**src/rtl/qpc_defines.svh**
```systemverilog
// Register offsets, field positions, reset values and timing counts
`ifndef QPC_DEFINES_SVH
`define QPC_DEFINES_SVH
// Operation
// - Phase B comes from a selectable line; selecting none halts the counter.
// - Filtered mode changes the count by one per complete quadrature cycle.
// - Unfiltered mode changes the count on every single phase transition.
// - One output pulse per programmed number of steps; divide value above zero.
// - Output selector disabled means no output pulses at all.
// - Forward new-place mode pulses only beyond the furthest forward position.
// - Backward new-place mode pulses only beyond the furthest backward position.
// - Forward steps mode pulses on every up step, ignoring down motion.
// - Backward steps mode pulses on every down step, ignoring up motion.
// - Any-motion mode pulses on every step in either direction.
// - Status shows last step up, last step down, or unit inactive.
// - Status turns static when no step occurs within the timeout in us.
// - Hardware clear source selectable from many event groups, or disabled.
// - Selected clear source captures the pre-clear count before clearing.
// - Edge sense clears on rising, falling or both edges of the source.
// - Level sense holds the count clear while the source is high or low.
// - Software clear command clears, counts on at once, and captures.
// - Position count is readable and writable; a write loads a start value.
// - Captured value keeps the latest pre-clear count until the next clear.
// - Phase A comes from a selectable line; selecting none halts the counter.
// - Filtered mode: leaving 00 sets direction; entering 00 counts by it.
// - Transitions changing both phase bits at once are ignored as illegal.
// - Count wraps between maximum and minimum; both limits readable.

`define QPC_CTRL_OFS     8'h00
`define QPC_SRC_OFS      8'h04
`define QPC_DIV_OFS      8'h08
`define QPC_TMO_OFS      8'h0c
`define QPC_CMD_OFS      8'h10
`define QPC_POS_OFS      8'h14
`define QPC_CAP_OFS      8'h18
`define QPC_STAT_OFS     8'h1c
`define QPC_MAX_OFS      8'h20
`define QPC_MIN_OFS      8'h24

// Control fields
`define QPC_CTRL_RES_BIT 0
`define QPC_CTRL_OUT_LSB 4
`define QPC_CTRL_SNS_LSB 8

// Source select: 0 = none, n = line n-1
`define QPC_SRC_A_LSB    0
`define QPC_SRC_B_LSB    8
`define QPC_SRC_CLR_LSB  16

`define QPC_NLINES       8
`define QPC_NCLR         64
`define QPC_DIV_RST      16'h0001
`define QPC_TMO_RST      32'h0000_03e8
`define QPC_CLK_MHZ      40
`define QPC_POS_MAX      32'h7fff_ffff
`define QPC_POS_MIN      32'h8000_0000
`endif

```
**src/rtl/qpc_pkg.sv**
```systemverilog
// Types for the quadrature position counter
package qpc_pkg;
    typedef enum logic [2:0] {
        QPC_OUT_OFF, QPC_FWD_NEW_PLACE, QPC_BACK_NEW_PLACE,
        QPC_FWD_STEPS_ONLY, QPC_BACK_STEPS_ONLY, QPC_ANY_MOTION
    } qpc_out_mode_t;
    typedef enum logic [2:0] {
        QPC_SENSE_RISE, QPC_SENSE_FALL, QPC_SENSE_BOTH_EDGES,
        QPC_SENSE_HOLD_HIGH, QPC_SENSE_HOLD_LOW
    } qpc_sense_t;
    typedef enum logic [1:0] {
        QPC_UNIT_INACTIVE, QPC_LAST_STEP_INCREMENT,
        QPC_LAST_STEP_DECREMENT, QPC_NO_MOTION_TIMED_OUT
    } qpc_motion_t;
endpackage : qpc_pkg

```
**src/rtl/qpc_step_decode.sv**
```systemverilog
// Quadrature phase decoder producing up and down step strobes
`timescale 1ns/1ps
`default_nettype none
module qpc_step_decode
    import qpc_pkg::*;
(
    // Clock and reset
    input  wire logic       hclk,
    input  wire logic       hresetn,
    // Phases and mode
    input  wire logic       enable,
    input  wire logic       filtered_full_cycle,
    input  wire logic [1:0] phase,
    // Steps
    output logic            step_up,
    output logic            step_dn
);
    logic [1:0] prev_q;
    logic       dir_pos_q;
    logic       seen_q;
    logic [1:0] gray_prev;
    logic [1:0] gray_cur;
    logic [1:0] diff;
    wire        changed = enable && seen_q && (phase != prev_q);
    wire        legal   = (phase ^ prev_q) != 2'b11;
    wire        fwd;
    wire        enter0  = phase == 2'b00;
    wire        leave0  = prev_q == 2'b00;

    // Gray order 00,01,11,10 maps to 0..3
    assign gray_prev = {prev_q[1], prev_q[1] ^ prev_q[0]};
    assign gray_cur  = {phase[1], phase[1] ^ phase[0]};
    assign diff      = gray_cur - gray_prev;
    assign fwd       = diff == 2'b01;

    // Per phase when unfiltered, only on entering 00 when filtered
    // Jitter back into 00 moves against the flag, so it never counts
    assign step_up = changed && legal && (filtered_full_cycle
                     ? (enter0 && dir_pos_q && fwd)
                     : fwd);
    assign step_dn = changed && legal && (filtered_full_cycle
                     ? (enter0 && !dir_pos_q && !fwd)
                     : !fwd);

    always_ff @(posedge hclk or negedge hresetn) begin
        if (!hresetn) begin
            prev_q    <= 2'b00;
            dir_pos_q <= 1'b1;
            seen_q    <= 1'b0;
        end else if (!enable) begin
            // Forget the old phase so re-enabling cannot fake a step
            seen_q <= 1'b0;
        end else begin
            seen_q <= 1'b1;
            if (!seen_q || legal)
                prev_q <= phase;
            if (changed && legal && leave0)
                dir_pos_q <= fwd;
        end
    end
endmodule : qpc_step_decode
`default_nettype wire

```
**src/rtl/qpc_top.sv**
```systemverilog
// AHB-Lite quadrature position counter with pulse output and status
`timescale 1ns/1ps
`default_nettype none
`include "qpc_defines.svh"
module qpc_top (
    // Clock and reset
    input  wire logic        hclk,
    input  wire logic        hresetn,
    // AHB-Lite slave
    input  wire logic        hsel,
    input  wire logic [7:0]  haddr,
    input  wire logic [1:0]  htrans,
    input  wire logic        hwrite,
    input  wire logic [2:0]  hsize,
    input  wire logic [31:0] hwdata,
    input  wire logic        hready,
    output logic [31:0]      hrdata,
    output logic             hreadyout,
    output logic             hresp,
    // I/O lines and clear sources
    input  wire logic [7:0]  io_lines,
    input  wire logic [63:0] clear_sources,
    // Encoder output pulse and status
    output logic             pulse_out,
    output qpc_pkg::qpc_motion_t motion_state
);
    import qpc_pkg::*;

    localparam int TICKS_PER_US = `QPC_CLK_MHZ;

    // Registers
    logic          count_resolution_select_q;
    qpc_out_mode_t pulse_generation_select_q;
    qpc_sense_t    clear_trigger_sense_q;
    logic [3:0]    phase_a_input_select_q;
    logic [3:0]    phase_b_input_select_q;
    logic [6:0]    clear_trigger_select_q;
    logic [15:0]   pulse_divide_count_q;
    logic [31:0]   inactivity_limit_q;
    logic [31:0]   position_count_q;
    logic [31:0]   count_captured_on_clear_q;
    qpc_motion_t   motion_q;
    logic [15:0]   div_cnt_q;
    logic [31:0]   hi_mark_q;
    logic [31:0]   lo_mark_q;
    logic [5:0]    us_tick_q;
    logic [31:0]   idle_us_q;
    logic          clr_src_q;
    logic          pulse_q;
    logic [31:0]   rdata_q;
    // Bus data phase
    logic          wr_pend_q;
    logic [7:0]    wr_addr_q;

    // Phase selection; no source stops counting
    wire  a_on = phase_a_input_select_q != 4'h0;
    wire  b_on = phase_b_input_select_q != 4'h0;
    wire  [2:0] a_idx = 3'(phase_a_input_select_q - 4'h1);
    wire  [2:0] b_idx = 3'(phase_b_input_select_q - 4'h1);
    wire  [1:0] phase = {io_lines[a_idx], io_lines[b_idx]};
    logic step_up;
    logic step_dn;

    qpc_step_decode u_dec (
        .hclk                (hclk),
        .hresetn             (hresetn),
        .enable              (a_on && b_on),
        .filtered_full_cycle (!count_resolution_select_q),
        .phase               (phase),
        .step_up             (step_up),
        .step_dn             (step_dn)
    );

    // Hardware clear source and sense
    wire  src_on  = clear_trigger_select_q != 7'h00;
    wire  [5:0] s_idx = 6'(clear_trigger_select_q - 7'h01);
    wire  src_lvl = src_on && clear_sources[s_idx];
    logic hw_clear;
    always_comb begin
        hw_clear = 1'b0;
        case (clear_trigger_sense_q)
            QPC_SENSE_RISE:       hw_clear = src_lvl && !clr_src_q;
            QPC_SENSE_FALL:       hw_clear = src_on && !src_lvl && clr_src_q;
            QPC_SENSE_BOTH_EDGES: hw_clear = src_lvl != clr_src_q;
            QPC_SENSE_HOLD_HIGH:  hw_clear = src_lvl;
            QPC_SENSE_HOLD_LOW:   hw_clear = src_on && !src_lvl;
            default:              hw_clear = 1'b0;
        endcase
    end

    // Bus decode
    wire  addr_ok  = hsel && htrans[1] && hready;
    wire  wr_now   = addr_ok && hwrite;
    wire  rd_now   = addr_ok && !hwrite;
    wire  do_wr    = wr_pend_q;
    wire  sw_clear = do_wr && wr_addr_q == `QPC_CMD_OFS && hwdata[0];
    wire  pos_wr   = do_wr && wr_addr_q == `QPC_POS_OFS;
    wire  any_clr  = hw_clear || sw_clear;
    wire  step     = step_up || step_dn;

    // Wrap is natural two's complement overflow between the limits
    wire  [31:0] pos_next = step_up ? position_count_q + 32'h1 :
                             step_dn ? position_count_q - 32'h1 :
                             position_count_q;
    // New place tracking: hi/lo marks remember furthest reach
    wire  new_hi = step_up && ($signed(pos_next) > $signed(hi_mark_q));
    wire  new_lo = step_dn && ($signed(pos_next) < $signed(lo_mark_q));
    logic qual;
    always_comb begin
        case (pulse_generation_select_q)
            QPC_FWD_NEW_PLACE:   qual = new_hi;
            QPC_BACK_NEW_PLACE:  qual = new_lo;
            QPC_FWD_STEPS_ONLY:  qual = step_up;
            QPC_BACK_STEPS_ONLY: qual = step_dn;
            QPC_ANY_MOTION:      qual = step;
            default:             qual = 1'b0;
        endcase
    end
    wire  div_hit = qual && (div_cnt_q + 16'h1 >= pulse_divide_count_q);

    // Configuration registers
    always_ff @(posedge hclk or negedge hresetn) begin
        if (!hresetn) begin
            count_resolution_select_q <= 1'b0;
            pulse_generation_select_q <= QPC_OUT_OFF;
            clear_trigger_sense_q     <= QPC_SENSE_RISE;
            phase_a_input_select_q    <= 4'h0;
            phase_b_input_select_q    <= 4'h0;
            clear_trigger_select_q    <= 7'h00;
            pulse_divide_count_q      <= `QPC_DIV_RST;
            inactivity_limit_q        <= `QPC_TMO_RST;
        end else if (do_wr) begin
            case (wr_addr_q)
                `QPC_CTRL_OFS: begin
                    count_resolution_select_q <= hwdata[`QPC_CTRL_RES_BIT];
                    pulse_generation_select_q <= qpc_out_mode_t'(
                        hwdata[`QPC_CTRL_OUT_LSB +: 3]);
                    clear_trigger_sense_q <= qpc_sense_t'(
                        hwdata[`QPC_CTRL_SNS_LSB +: 3]);
                end
                `QPC_SRC_OFS: begin
                    phase_a_input_select_q <= hwdata[`QPC_SRC_A_LSB +: 4];
                    phase_b_input_select_q <= hwdata[`QPC_SRC_B_LSB +: 4];
                    clear_trigger_select_q <= hwdata[`QPC_SRC_CLR_LSB +: 7];
                end
                `QPC_DIV_OFS:
                    if (hwdata[15:0] != 16'h0)
                        pulse_divide_count_q <= hwdata[15:0];
                `QPC_TMO_OFS:
                    if (hwdata != 32'h0)
                        inactivity_limit_q <= hwdata;
                default: ;
            endcase
        end
    end

    // Counter, capture and output pulse
    always_ff @(posedge hclk or negedge hresetn) begin
        if (!hresetn) begin
            position_count_q          <= 32'h0;
            count_captured_on_clear_q <= 32'h0;
            hi_mark_q                 <= 32'h0;
            lo_mark_q                 <= 32'h0;
            div_cnt_q                 <= 16'h0;
            pulse_q                   <= 1'b0;
            clr_src_q                 <= 1'b0;
        end else begin
            clr_src_q <= src_lvl;
            pulse_q   <= 1'b0;
            if (any_clr) begin
                // Hold levels recapture each cycle; value stays zero
                count_captured_on_clear_q <= position_count_q;
                position_count_q <= 32'h0;
                hi_mark_q        <= 32'h0;
                lo_mark_q        <= 32'h0;
                div_cnt_q        <= 16'h0;
            end else if (pos_wr) begin
                position_count_q <= hwdata;
                hi_mark_q        <= hwdata;
                lo_mark_q        <= hwdata;
            end else begin
                position_count_q <= pos_next;
                if (new_hi)
                    hi_mark_q <= pos_next;
                if (new_lo)
                    lo_mark_q <= pos_next;
                if (div_hit) begin
                    div_cnt_q <= 16'h0;
                    pulse_q   <= 1'b1;
                end else if (qual)
                    div_cnt_q <= div_cnt_q + 16'h1;
            end
        end
    end

    // Motion status with microsecond inactivity timer
    always_ff @(posedge hclk or negedge hresetn) begin
        if (!hresetn) begin
            motion_q  <= QPC_UNIT_INACTIVE;
            us_tick_q <= 6'h0;
            idle_us_q <= 32'h0;
        end else if (!(a_on && b_on)) begin
            motion_q  <= QPC_UNIT_INACTIVE;
            us_tick_q <= 6'h0;
            idle_us_q <= 32'h0;
        end else if (step) begin
            motion_q  <= step_up ? QPC_LAST_STEP_INCREMENT
                                 : QPC_LAST_STEP_DECREMENT;
            us_tick_q <= 6'h0;
            idle_us_q <= 32'h0;
        end else if (us_tick_q == 6'(TICKS_PER_US - 1)) begin
            us_tick_q <= 6'h0;
            if (idle_us_q + 32'h1 >= inactivity_limit_q &&
                motion_q != QPC_UNIT_INACTIVE)
                motion_q <= QPC_NO_MOTION_TIMED_OUT;
            if (idle_us_q != 32'hffff_ffff)
                idle_us_q <= idle_us_q + 32'h1;
        end else begin
            us_tick_q <= us_tick_q + 6'h1;
        end
    end

    // Read mux
    logic [31:0] rd_mux;
    always_comb begin
        case (haddr)
            `QPC_CTRL_OFS: rd_mux = {21'h0, clear_trigger_sense_q, 1'b0,
                                     pulse_generation_select_q, 3'h0,
                                     count_resolution_select_q};
            `QPC_SRC_OFS:  rd_mux = {9'h0, clear_trigger_select_q, 4'h0,
                                     phase_b_input_select_q, 4'h0,
                                     phase_a_input_select_q};
            `QPC_DIV_OFS:  rd_mux = {16'h0, pulse_divide_count_q};
            `QPC_TMO_OFS:  rd_mux = inactivity_limit_q;
            `QPC_POS_OFS:  rd_mux = position_count_q;
            `QPC_CAP_OFS:  rd_mux = count_captured_on_clear_q;
            `QPC_STAT_OFS: rd_mux = {30'h0, motion_q};
            `QPC_MAX_OFS:  rd_mux = `QPC_POS_MAX;
            `QPC_MIN_OFS:  rd_mux = `QPC_POS_MIN;
            default:       rd_mux = 32'h0;
        endcase
    end

    always_ff @(posedge hclk or negedge hresetn) begin
        if (!hresetn) begin
            wr_pend_q <= 1'b0;
            wr_addr_q <= 8'h0;
            rdata_q   <= 32'h0;
        end else begin
            wr_pend_q <= wr_now;
            if (wr_now)
                wr_addr_q <= haddr;
            if (rd_now)
                rdata_q <= rd_mux;
        end
    end

    assign hrdata       = rdata_q;
    assign hreadyout    = 1'b1;
    assign hresp        = 1'b0;
    assign pulse_out    = pulse_q;
    assign motion_state = motion_q;

    // Checks
    property p_off_silent;
        @(posedge hclk) disable iff (!hresetn)
        pulse_generation_select_q == QPC_OUT_OFF |=> !pulse_q;
    endproperty
    a_off_silent: assert property (p_off_silent)
        else $error("pulse while output disabled");

    property p_halt;
        @(posedge hclk) disable iff (!hresetn)
        !a_on |-> !step;
    endproperty
    a_halt: assert property (p_halt)
        else $error("step with phase A unselected");

    property p_halt_b;
        @(posedge hclk) disable iff (!hresetn)
        !b_on |-> !step;
    endproperty
    a_halt_b: assert property (p_halt_b)
        else $error("step with phase B unselected");

    property p_clear;
        @(posedge hclk) disable iff (!hresetn)
        any_clr |=> position_count_q == 32'h0 &&
                    count_captured_on_clear_q == $past(position_count_q);
    endproperty
    a_clear: assert property (p_clear)
        else $error("clear did not capture and zero");

    property p_sw_clear;
        @(posedge hclk) disable iff (!hresetn)
        sw_clear |=> hi_mark_q == 32'h0;
    endproperty
    a_sw_clear: assert property (p_sw_clear)
        else $error("software clear missed tracking state");

    property p_up;
        @(posedge hclk) disable iff (!hresetn)
        step_up && !any_clr && !pos_wr |=>
            position_count_q == $past(position_count_q) + 32'h1;
    endproperty
    a_up: assert property (p_up)
        else $error("increment lost");

    property p_dn;
        @(posedge hclk) disable iff (!hresetn)
        step_dn && !any_clr && !pos_wr |=>
            position_count_q == $past(position_count_q) - 32'h1;
    endproperty
    a_dn: assert property (p_dn)
        else $error("decrement lost");

    property p_fwd_only;
        @(posedge hclk) disable iff (!hresetn)
        pulse_generation_select_q == QPC_FWD_STEPS_ONLY && !step_up
            |=> !pulse_q;
    endproperty
    a_fwd_only: assert property (p_fwd_only)
        else $error("pulse without up step");

    property p_back_only;
        @(posedge hclk) disable iff (!hresetn)
        pulse_generation_select_q == QPC_BACK_STEPS_ONLY && !step_dn
            |=> !pulse_q;
    endproperty
    a_back_only: assert property (p_back_only)
        else $error("pulse without down step");

    property p_status;
        @(posedge hclk) disable iff (!hresetn)
        step_dn && a_on && b_on |=> motion_q == QPC_LAST_STEP_DECREMENT;
    endproperty
    a_status: assert property (p_status)
        else $error("status not decrement");

    property p_write;
        @(posedge hclk) disable iff (!hresetn)
        pos_wr && !any_clr |=> position_count_q == $past(hwdata);
    endproperty
    a_write: assert property (p_write)
        else $error("position write not loaded");
endmodule : qpc_top
`default_nettype wire

```
**config.mk**
```make
export PLATFORM = sky130hd
export DESIGN_NAME = qpc_top
export DESIGN_NICKNAME = d
export VERILOG_FILES = /design/src/rtl/qpc_pkg.sv /design/src/rtl/qpc_step_decode.sv /design/src/rtl/qpc_top.sv
export VERILOG_INCLUDE_DIRS = /design/src /design/src/rtl
export SDC_FILE = /design/constraint.sdc
export NUM_CORES = 1
export LEC_CHECK = 0
export ABC_AREA = 0
export CAP_MARGIN = 20
export CELL_PAD_IN_SITES_DETAIL_PLACEMENT = 0
export CELL_PAD_IN_SITES_GLOBAL_PLACEMENT = 1
export CORE_MARGIN = 2
export CORE_UTILIZATION = 52
export CTS_BUF_LIST = sky130_fd_sc_hd__clkbuf_2 sky130_fd_sc_hd__clkbuf_4 sky130_fd_sc_hd__clkbuf_8
export DETAILED_ROUTE_END_ITERATION = 16
export DONT_BUFFER_PORTS = 1
export PLACE_DENSITY = 0.85
export SYNTH_ARGS = -nofsm -noshare
export SYNTH_HDL_FRONTEND = slang
export SYNTH_SLANG_ARGS = --single-unit
export TNS_END_PERCENT = 20
```
**constraint.sdc**
```tcl
create_clock -name hclk -period 9 [get_ports hclk]
set_input_delay 1.8 -clock hclk [delete_from_list [all_inputs] [get_ports hclk]]
set_output_delay 1.8 -clock hclk [all_outputs]
set_load 0.05 [all_outputs]
```
After elaboration in Yosys (flattened, before gate mapping)
Index checks and enable logic that the tools add are counted.

word-level totals
  bits in registers = 301
  input port bits = 122
  output and inout port bits = 37
  word-level logic and storage cells = 174

operators by class
  add/subtract/negate cells = 9
  order comparisons = 7
  equality and inequality tests = 32
  muxes and demuxes = 41
  bitwise gates (word level) = 3
  reduce and logical (&&, ||, !) cells = 58

operators with widths
  kind                     count
  $mux W32                 14
  $pmux W32 S9             1
  $add A32 B1 Y32 const B  2
  $mux W16                 4
  $eq A8 B5 Y1 const B     5
  $eq A8 B4 Y1 const B     4
  $ge A32 B32 Y1           1
  $gt A32 B32 Y1           1
  $lt A32 B32 Y1           1
  $ne A32 B32 Y1 const B   1
  $reduce_bool A32 Y1      1
  $sub A32 B1 Y32 const B  1
  $logic_and A1 B1 Y1      26
  $mux W6                  3
  $add A16 B1 Y16 const B  1
  $eq A8 B3 Y1 const B     2
  $eq A8 B6 Y1 const B     2
  $ge A16 B16 Y1           1
  $logic_not A8 Y1         2
  $reduce_bool A16 Y1      1
  $reduce_and A2 Y1        7
  $eq A3 B2 Y1 const B     4
  $mux W2                  5
  $pmux W1 S5              2
  29 further kinds         58

Depth between registers and ports, before layout
  depth in word-level cells = 19
  depth in mapped cells = 30
  gate-level depth less buffers = 28

By module
From an unflattened synthesis, not the netlist that was laid out.

unflattened totals
  cell total of the unflattened synthesis = 1,957
  area total of the unflattened synthesis = 18,505.2 um2

modules (own cells, without submodules)
  module           times used  cells each  area each (um2)
  qpc_top          1           1,923       18,210.0
  qpc_step_decode  1           34          295.3

Worst setup path after synthesis
No wires, ideal clock.

  path type = input port to flip-flop
  start point = input io_lines[4]
  end point = register lo_mark_q[10]
  data arrival time = 7.299 ns
  required time = 8.872 ns
  setup slack = 1.573 ns
  stages on the path = 26
  path through = mux4_2 mux2_2 inv_1 ha_1 inv_1 ha_1 nor2_1 nand3_1 nor4_2 o2111a_1 clkbuf_1 a21boi_0 xnor2_1 ha_1 a21o_1 a21o_1 a21o_1 a221oi_1 o211ai_1 a211oi_1 a211oi_2 xnor2_1 o21a_1 buf_2 buf_4 mux2_1

between the ends
  cells in the longest elaborated chain, start to end = 14
  elaborated cells on any way between the ends = 30
  classes of those cells = add/sub: 1; order compare: 1; eq/ne: 3; mux: 11; bitwise: 2; reduce/logical: 12

RTL lines
  what                                                                    RTL line                                      text
  start: declaration                                                      qpc_top.sv:21                                 input wire logic [7:0] io_lines,
  $bmux W1 S3                                                             qpc_top.sv:60                                 wire [1:0] phase = {io_lines[a_idx], io_lines[b_idx]};
  $mux W1 (implied by the code)                                           qpc_top.sv:60
  $xor A1 B1 Y1                                                           qpc_step_decode.sv:32                         assign gray_cur = {phase[1], phase[1] ^ phase[0]};
  $sub A2 B2 Y2                                                           qpc_step_decode.sv:33                         assign diff = gray_cur - gray_prev;
  $eq A2 B1 Y1                                                            qpc_step_decode.sv:34                         assign fwd = diff == 2'b01;
  $logic_not A1 Y1                                                        qpc_step_decode.sv:42, qpc_step_decode.sv:43
  $logic_and A1 B1 Y1                                                     qpc_step_decode.sv:42                         ? (enter0 && !dir_pos_q && !fwd)
  $mux W1                                                                 qpc_step_decode.sv:42
  $logic_and A1 B1 Y1                                                     qpc_step_decode.sv:41                         assign step_dn = changed && legal && (filtered_full_cycle
  $mux W32                                                                qpc_top.sv:103                                step_dn ? position_count_q - 32'h1 :
  $mux W32                                                                qpc_top.sv:102                                wire [31:0] pos_next = step_up ? position_count_q + 32'h1 :
  $lt A32 B32 Y1 / $mux W32 (equally long branches)                       qpc_top.sv:107, qpc_top.sv:185
  $logic_and A1 B1 Y1 / $mux W32 (equally long branches)                  qpc_top.sv:107, qpc_top.sv:177
  $reduce_bool A3 Y1 (no source line) / $mux W32 (equally long branches)  n/a
  end signal: assignment                                                  qpc_top.sv:180                                lo_mark_q <= hwdata;
  end signal: assignment                                                  qpc_top.sv:186                                lo_mark_q <= pos_next;
  end: declaration                                                        qpc_top.sv:45                                 logic [31:0] lo_mark_q;

Parallel ways exist; a longest one is shown, timed or not. The select of a mux whose other input is x is not followed.
A chain may end at the register's enable or synchronous reset.

Worst setup path after layout
  start point = input io_lines[4]
  end point = register div_cnt_q[1]

between the ends
  cells in the longest elaborated chain, start to end = 18
  elaborated cells on any way between the ends = 36
  classes of those cells = add/sub: 1; order compare: 2; eq/ne: 3; mux: 12; bitwise: 2; reduce/logical: 16

RTL lines
  what                                                     RTL line                                      text
  $bmux W1 S3                                              qpc_top.sv:60
  $mux W1 (implied by the code)                            qpc_top.sv:60
  $xor A1 B1 Y1                                            qpc_step_decode.sv:32
  $sub A2 B2 Y2                                            qpc_step_decode.sv:33
  $eq A2 B1 Y1                                             qpc_step_decode.sv:34
  $logic_not A1 Y1                                         qpc_step_decode.sv:42, qpc_step_decode.sv:43
  $logic_and A1 B1 Y1                                      qpc_step_decode.sv:42
  $mux W1                                                  qpc_step_decode.sv:42
  [2 not listed]                                           n/a
  $mux W32                                                 qpc_top.sv:102
  $lt A32 B32 Y1 / $gt A32 B32 Y1 (equally long branches)  qpc_top.sv:107, qpc_top.sv:106
  $logic_and A1 B1 Y1, on equally long branches            qpc_top.sv:107, qpc_top.sv:106
  $pmux W1 S5 *                                            qpc_top.sv:110                                case (pulse_generation_select_q)
  $logic_and A1 B1 Y1                                      qpc_top.sv:119                                wire div_hit = qual && (div_cnt_q + 16'h1 >= pulse_divide_count_q);
  $mux W16                                                 qpc_top.sv:187                                if (div_hit) begin
  $mux W16                                                 qpc_top.sv:177                                end else if (pos_wr) begin
  $mux W16                                                 qpc_top.sv:170                                if (any_clr) begin
  end signal: assignment                                   qpc_top.sv:191                                div_cnt_q <= div_cnt_q + 16'h1;
  end: declaration                                         qpc_top.sv:43                                 logic [15:0] div_cnt_q;

Every way passes the cells marked *; elsewhere a longest branch is shown, timed or not. The select of a mux whose other input is x is not followed.

==> flow_metrics.tcl <==
set metrics [dict create \
    crit_arrival_ns 8.41 \
    required_ns 9.56 \
    rows 68 \
    die_width_microns 192 \
    r2r_end "div_cnt_q[1]$_DFFE_PN0P_" \
    cts_tree "built" \
    status "completed" \
    synth_async_sr_flop_share_pct 100 \
    ys_warn_count 0 \
    power_leakage_nw 9.39 \
    slew_violations 0 \
    syn_inst 1924 \
    die_area_sq_um 36900 \
    portBuffers 0 \
    antenna_found_initial 0 \
    crit_path_start_kind "primary input" \
    fin_setup_tns_ns 0 \
    post_drt_wl_per_cell_microns 22.1 \
    diodes 0 \
    min_to "count_captured_on_clear_q[23]$_DFFE_PN0N_" \
    postRouteAntennaNets 0 \
    ys_types 80 \
    ys_ff_latch 301 \
    final_cell_mix "dfrtp_1, nand2_1, inv_1, ha_1, o21ai_0" \
    netlist_area_sq_um 18400 \
    h-tree-depth 2 \
    finalHoldViolCount 0 \
    avgViaCountPerCell 6.18 \
    cts_hold_buffers 0 \
    grt_usage_pct 29.4 \
    dpl.hpwl_microns 38600 \
    crit_cells 25 \
    maxSlewHeadroom_pct 20.9 \
    syn2layout_area_growth_pct 8.99 \
    period_minus_slack_ns 7.84 \
    grt_pass1_wl_microns 83300 \
    pre_cts_ws_ns 0.590 \
    insertion_delay_ns 0.66 \
    yosys.area.top_type "dfrtp_1" \
    syn_area_per_cell_sq_um 9.57 \
    slowest_delay_ns 0.74 \
    cts_resized 0 \
    layout_setup_ws_ns 1.16 \
    drc_errors 0 \
    yosysSeqAreaShare_pct 41.0 \
    dp.cells 2304 \
    hold_depth 2 \
    ff2ff_path_depth 27 \
    peakVddDrop_v 0.000262 \
    skew_ns 0.0281 \
    drt-initial-drc-count 1290 \
    clockBufferDepth 3 \
    finalSetupViolCount 0 \
    rsz0062_at_grt "no" \
    grt_pass1_vias 14600 \
    drive_gt1_share_pct 14.7 \
    fp.coreArea_sq_um 34700 \
    grt_max_degree 302 \
    routabilityCongestion 0.923 \
    endpoint_kind "flip-flop" \
    worst_slew_pin_slew_ns 1.17 \
    timing.rr.start "phase_a_input_select_q[0]$_DFFE_PN0P_" \
    hp-start "count_captured_on_clear_q[23]$_DFFE_PN0N_" \
    die_h_microns 192 \
    power_mw 6.89 \
    cts.sinks 301 \
    cts-root-buf "clkbuf_8" \
    hold_slack_ns 0.467 \
    synth_edf_count 0 \
    first_pass_iters 10 \
    post_cts_buffers 0 \
    synth_nets 2170 \
    synth_top_area_share_pct 39.8 \
    crit_buf_inv 3 \
    start_util_pct 53.0 \
    hold_class "flip-flop to flip-flop" \
    period_share_pct 87.1 \
    nets 2155 \
    final_common_cell "dfrtp_1" \
    finalWirelength_microns 53200 \
    ys.flop_type "dfrtp_1" \
    stdcell_count 2408 \
    cp_top_family "compound AO/OA/AOI/OAI gates" \
    cpMaxStageDelayCell "o21ai_1" \
    num_vias 14900 \
    p_per_area_nw_per_um2 343 \
    cap_violations 0 \
    top_level_ports 159 \
    critical_path_class "primary input to flip-flop" \
    yosys-top-cells-area "dfrtp_1, ha_1, mux2_2, nand2_1, inv_1" \
    clock.fmax_mhz 128 \
    cts-buffers-inserted 53 \
    crit_fanout 11 \
    grt-ovfl-total 0 \
    path_clk_slew_ns 0.06 \
    ff2ff_setup_slack_ns 1.45 \
]
==> flip-flops by register name, indices dropped and copies added, names as in the netlist, 6 cells and up <==
register                   cells
inactivity_limit_q            32
idle_us_q                     32
wr_addr_q                      8
count_captured_on_clear_q     32
us_tick_q                      6
hi_mark_q                     32
clear_trigger_select_q         7
pulse_divide_count_q          16
div_cnt_q                     16
position_count_q              32
lo_mark_q                     32
hrdata                        32
==> cells in the mapped netlist (18+ instances only) <==
library cell / n
a21o_1: 35
o31ai_1: 19
o211ai_1: 22
xor2_1: 28
mux2_2: 95
xnor2_1: 48
mux2_1: 29
nor3_1: 32
dfrtp_1: 293
nand2_1: 270
nor2_1: 78
a221oi_1: 21
o21ai_1: 18
nand4_1: 35
nand3_1: 58
ha_1: 124
nor4_1: 20
mux4_2: 24
inv_1: 157
a21oi_1: 81
o21ai_0: 97
clkbuf_1: 71
==> layer usage <==
metal  track usage, %  up-vias  wire length [microns]
met2             44.5      535                  23700
met4             11.9        0                   1920
met3             6.71      117                   4420
met1             40.7     7365                  23200
met5                0        -                      0
li1                 -     6875                      -
==> worst min-delay path, stage by stage (launching register included) <==
cell and delay, ns:
dfrtp_1 0.34, nand2_1 0.05, nand2_1 0.05
==> cell type report <==
type / instances / area, sq um
Sequential cell: 301 / 7540
Timing Repair Buffer: 29 / 288
Fill cell: 3055 / 14600
Clock buffer: 92 / 1130
Clock inverter: 7 / 37.5
Inverter: 158 / 593
Multi-Input combinational cell: 1366 / 9900
Tap cell: 455 / 569
==> worst max-delay path by stage <==
stage / start / endpoint / slack, ns
2_1_floorplan: io_lines[4] / lo_mark_q[10]$_DFFE_PN0P_ / 1.57
3_5_place_dp: io_lines[0] / div_cnt_q[1]$_DFFE_PN0P_ / 0.59
4_1_cts: io_lines[4] / div_cnt_q[1]$_DFFE_PN0P_ / 1.24
3_3_place_gp: io_lines[4] / div_cnt_q[0]$_DFFE_PN0P_ / 0.67
5_1_grt: io_lines[0] / div_cnt_q[1]$_DFFE_PN0P_ / 0.56
6_report: io_lines[4] / div_cnt_q[1]$_DFFE_PN0P_ / 1.16
==> report_power, final <==
part | internal (mW) | switching [mW] | leakage [nW] | total (mW)
clock | 0.788 | 0.593 | 0.631 | 1.38
sequential | 1.60 | 0.250 | 4.06 | 1.85
combinational | 1.40 | 2.25 | 4.70 | 3.65
total | 3.79 | 3.10 | 9.39 | 6.89
==> cell families after synthesis <==
logic type               count (synthesis)  share of synthesized area (%)
AND/OR/NAND/NOR                        592                           15.2
multiplexers                           159                           11.2
AO/OA/AOI/OAI                          410                           14.8
buffers and inverters                  257                           5.46
flip-flops                             301                           41.0
adder cells (fa/ha/maj)                124                           8.43
other                                    2                         0.0408
XOR/XNOR                                79                           3.91
==> per-stage QoR <==
step / cell area, sq um / util [%]
4_1_cts: 20000 / 57.6
2_1_floorplan: 18400 / -
6_report: 20100 / 57.8
5_1_grt: 20100 / 57.8
3_3_place_gp: 18800 / 54.2
3_5_place_dp: 18800 / 54.2
(Power assumes the default switching activity.)
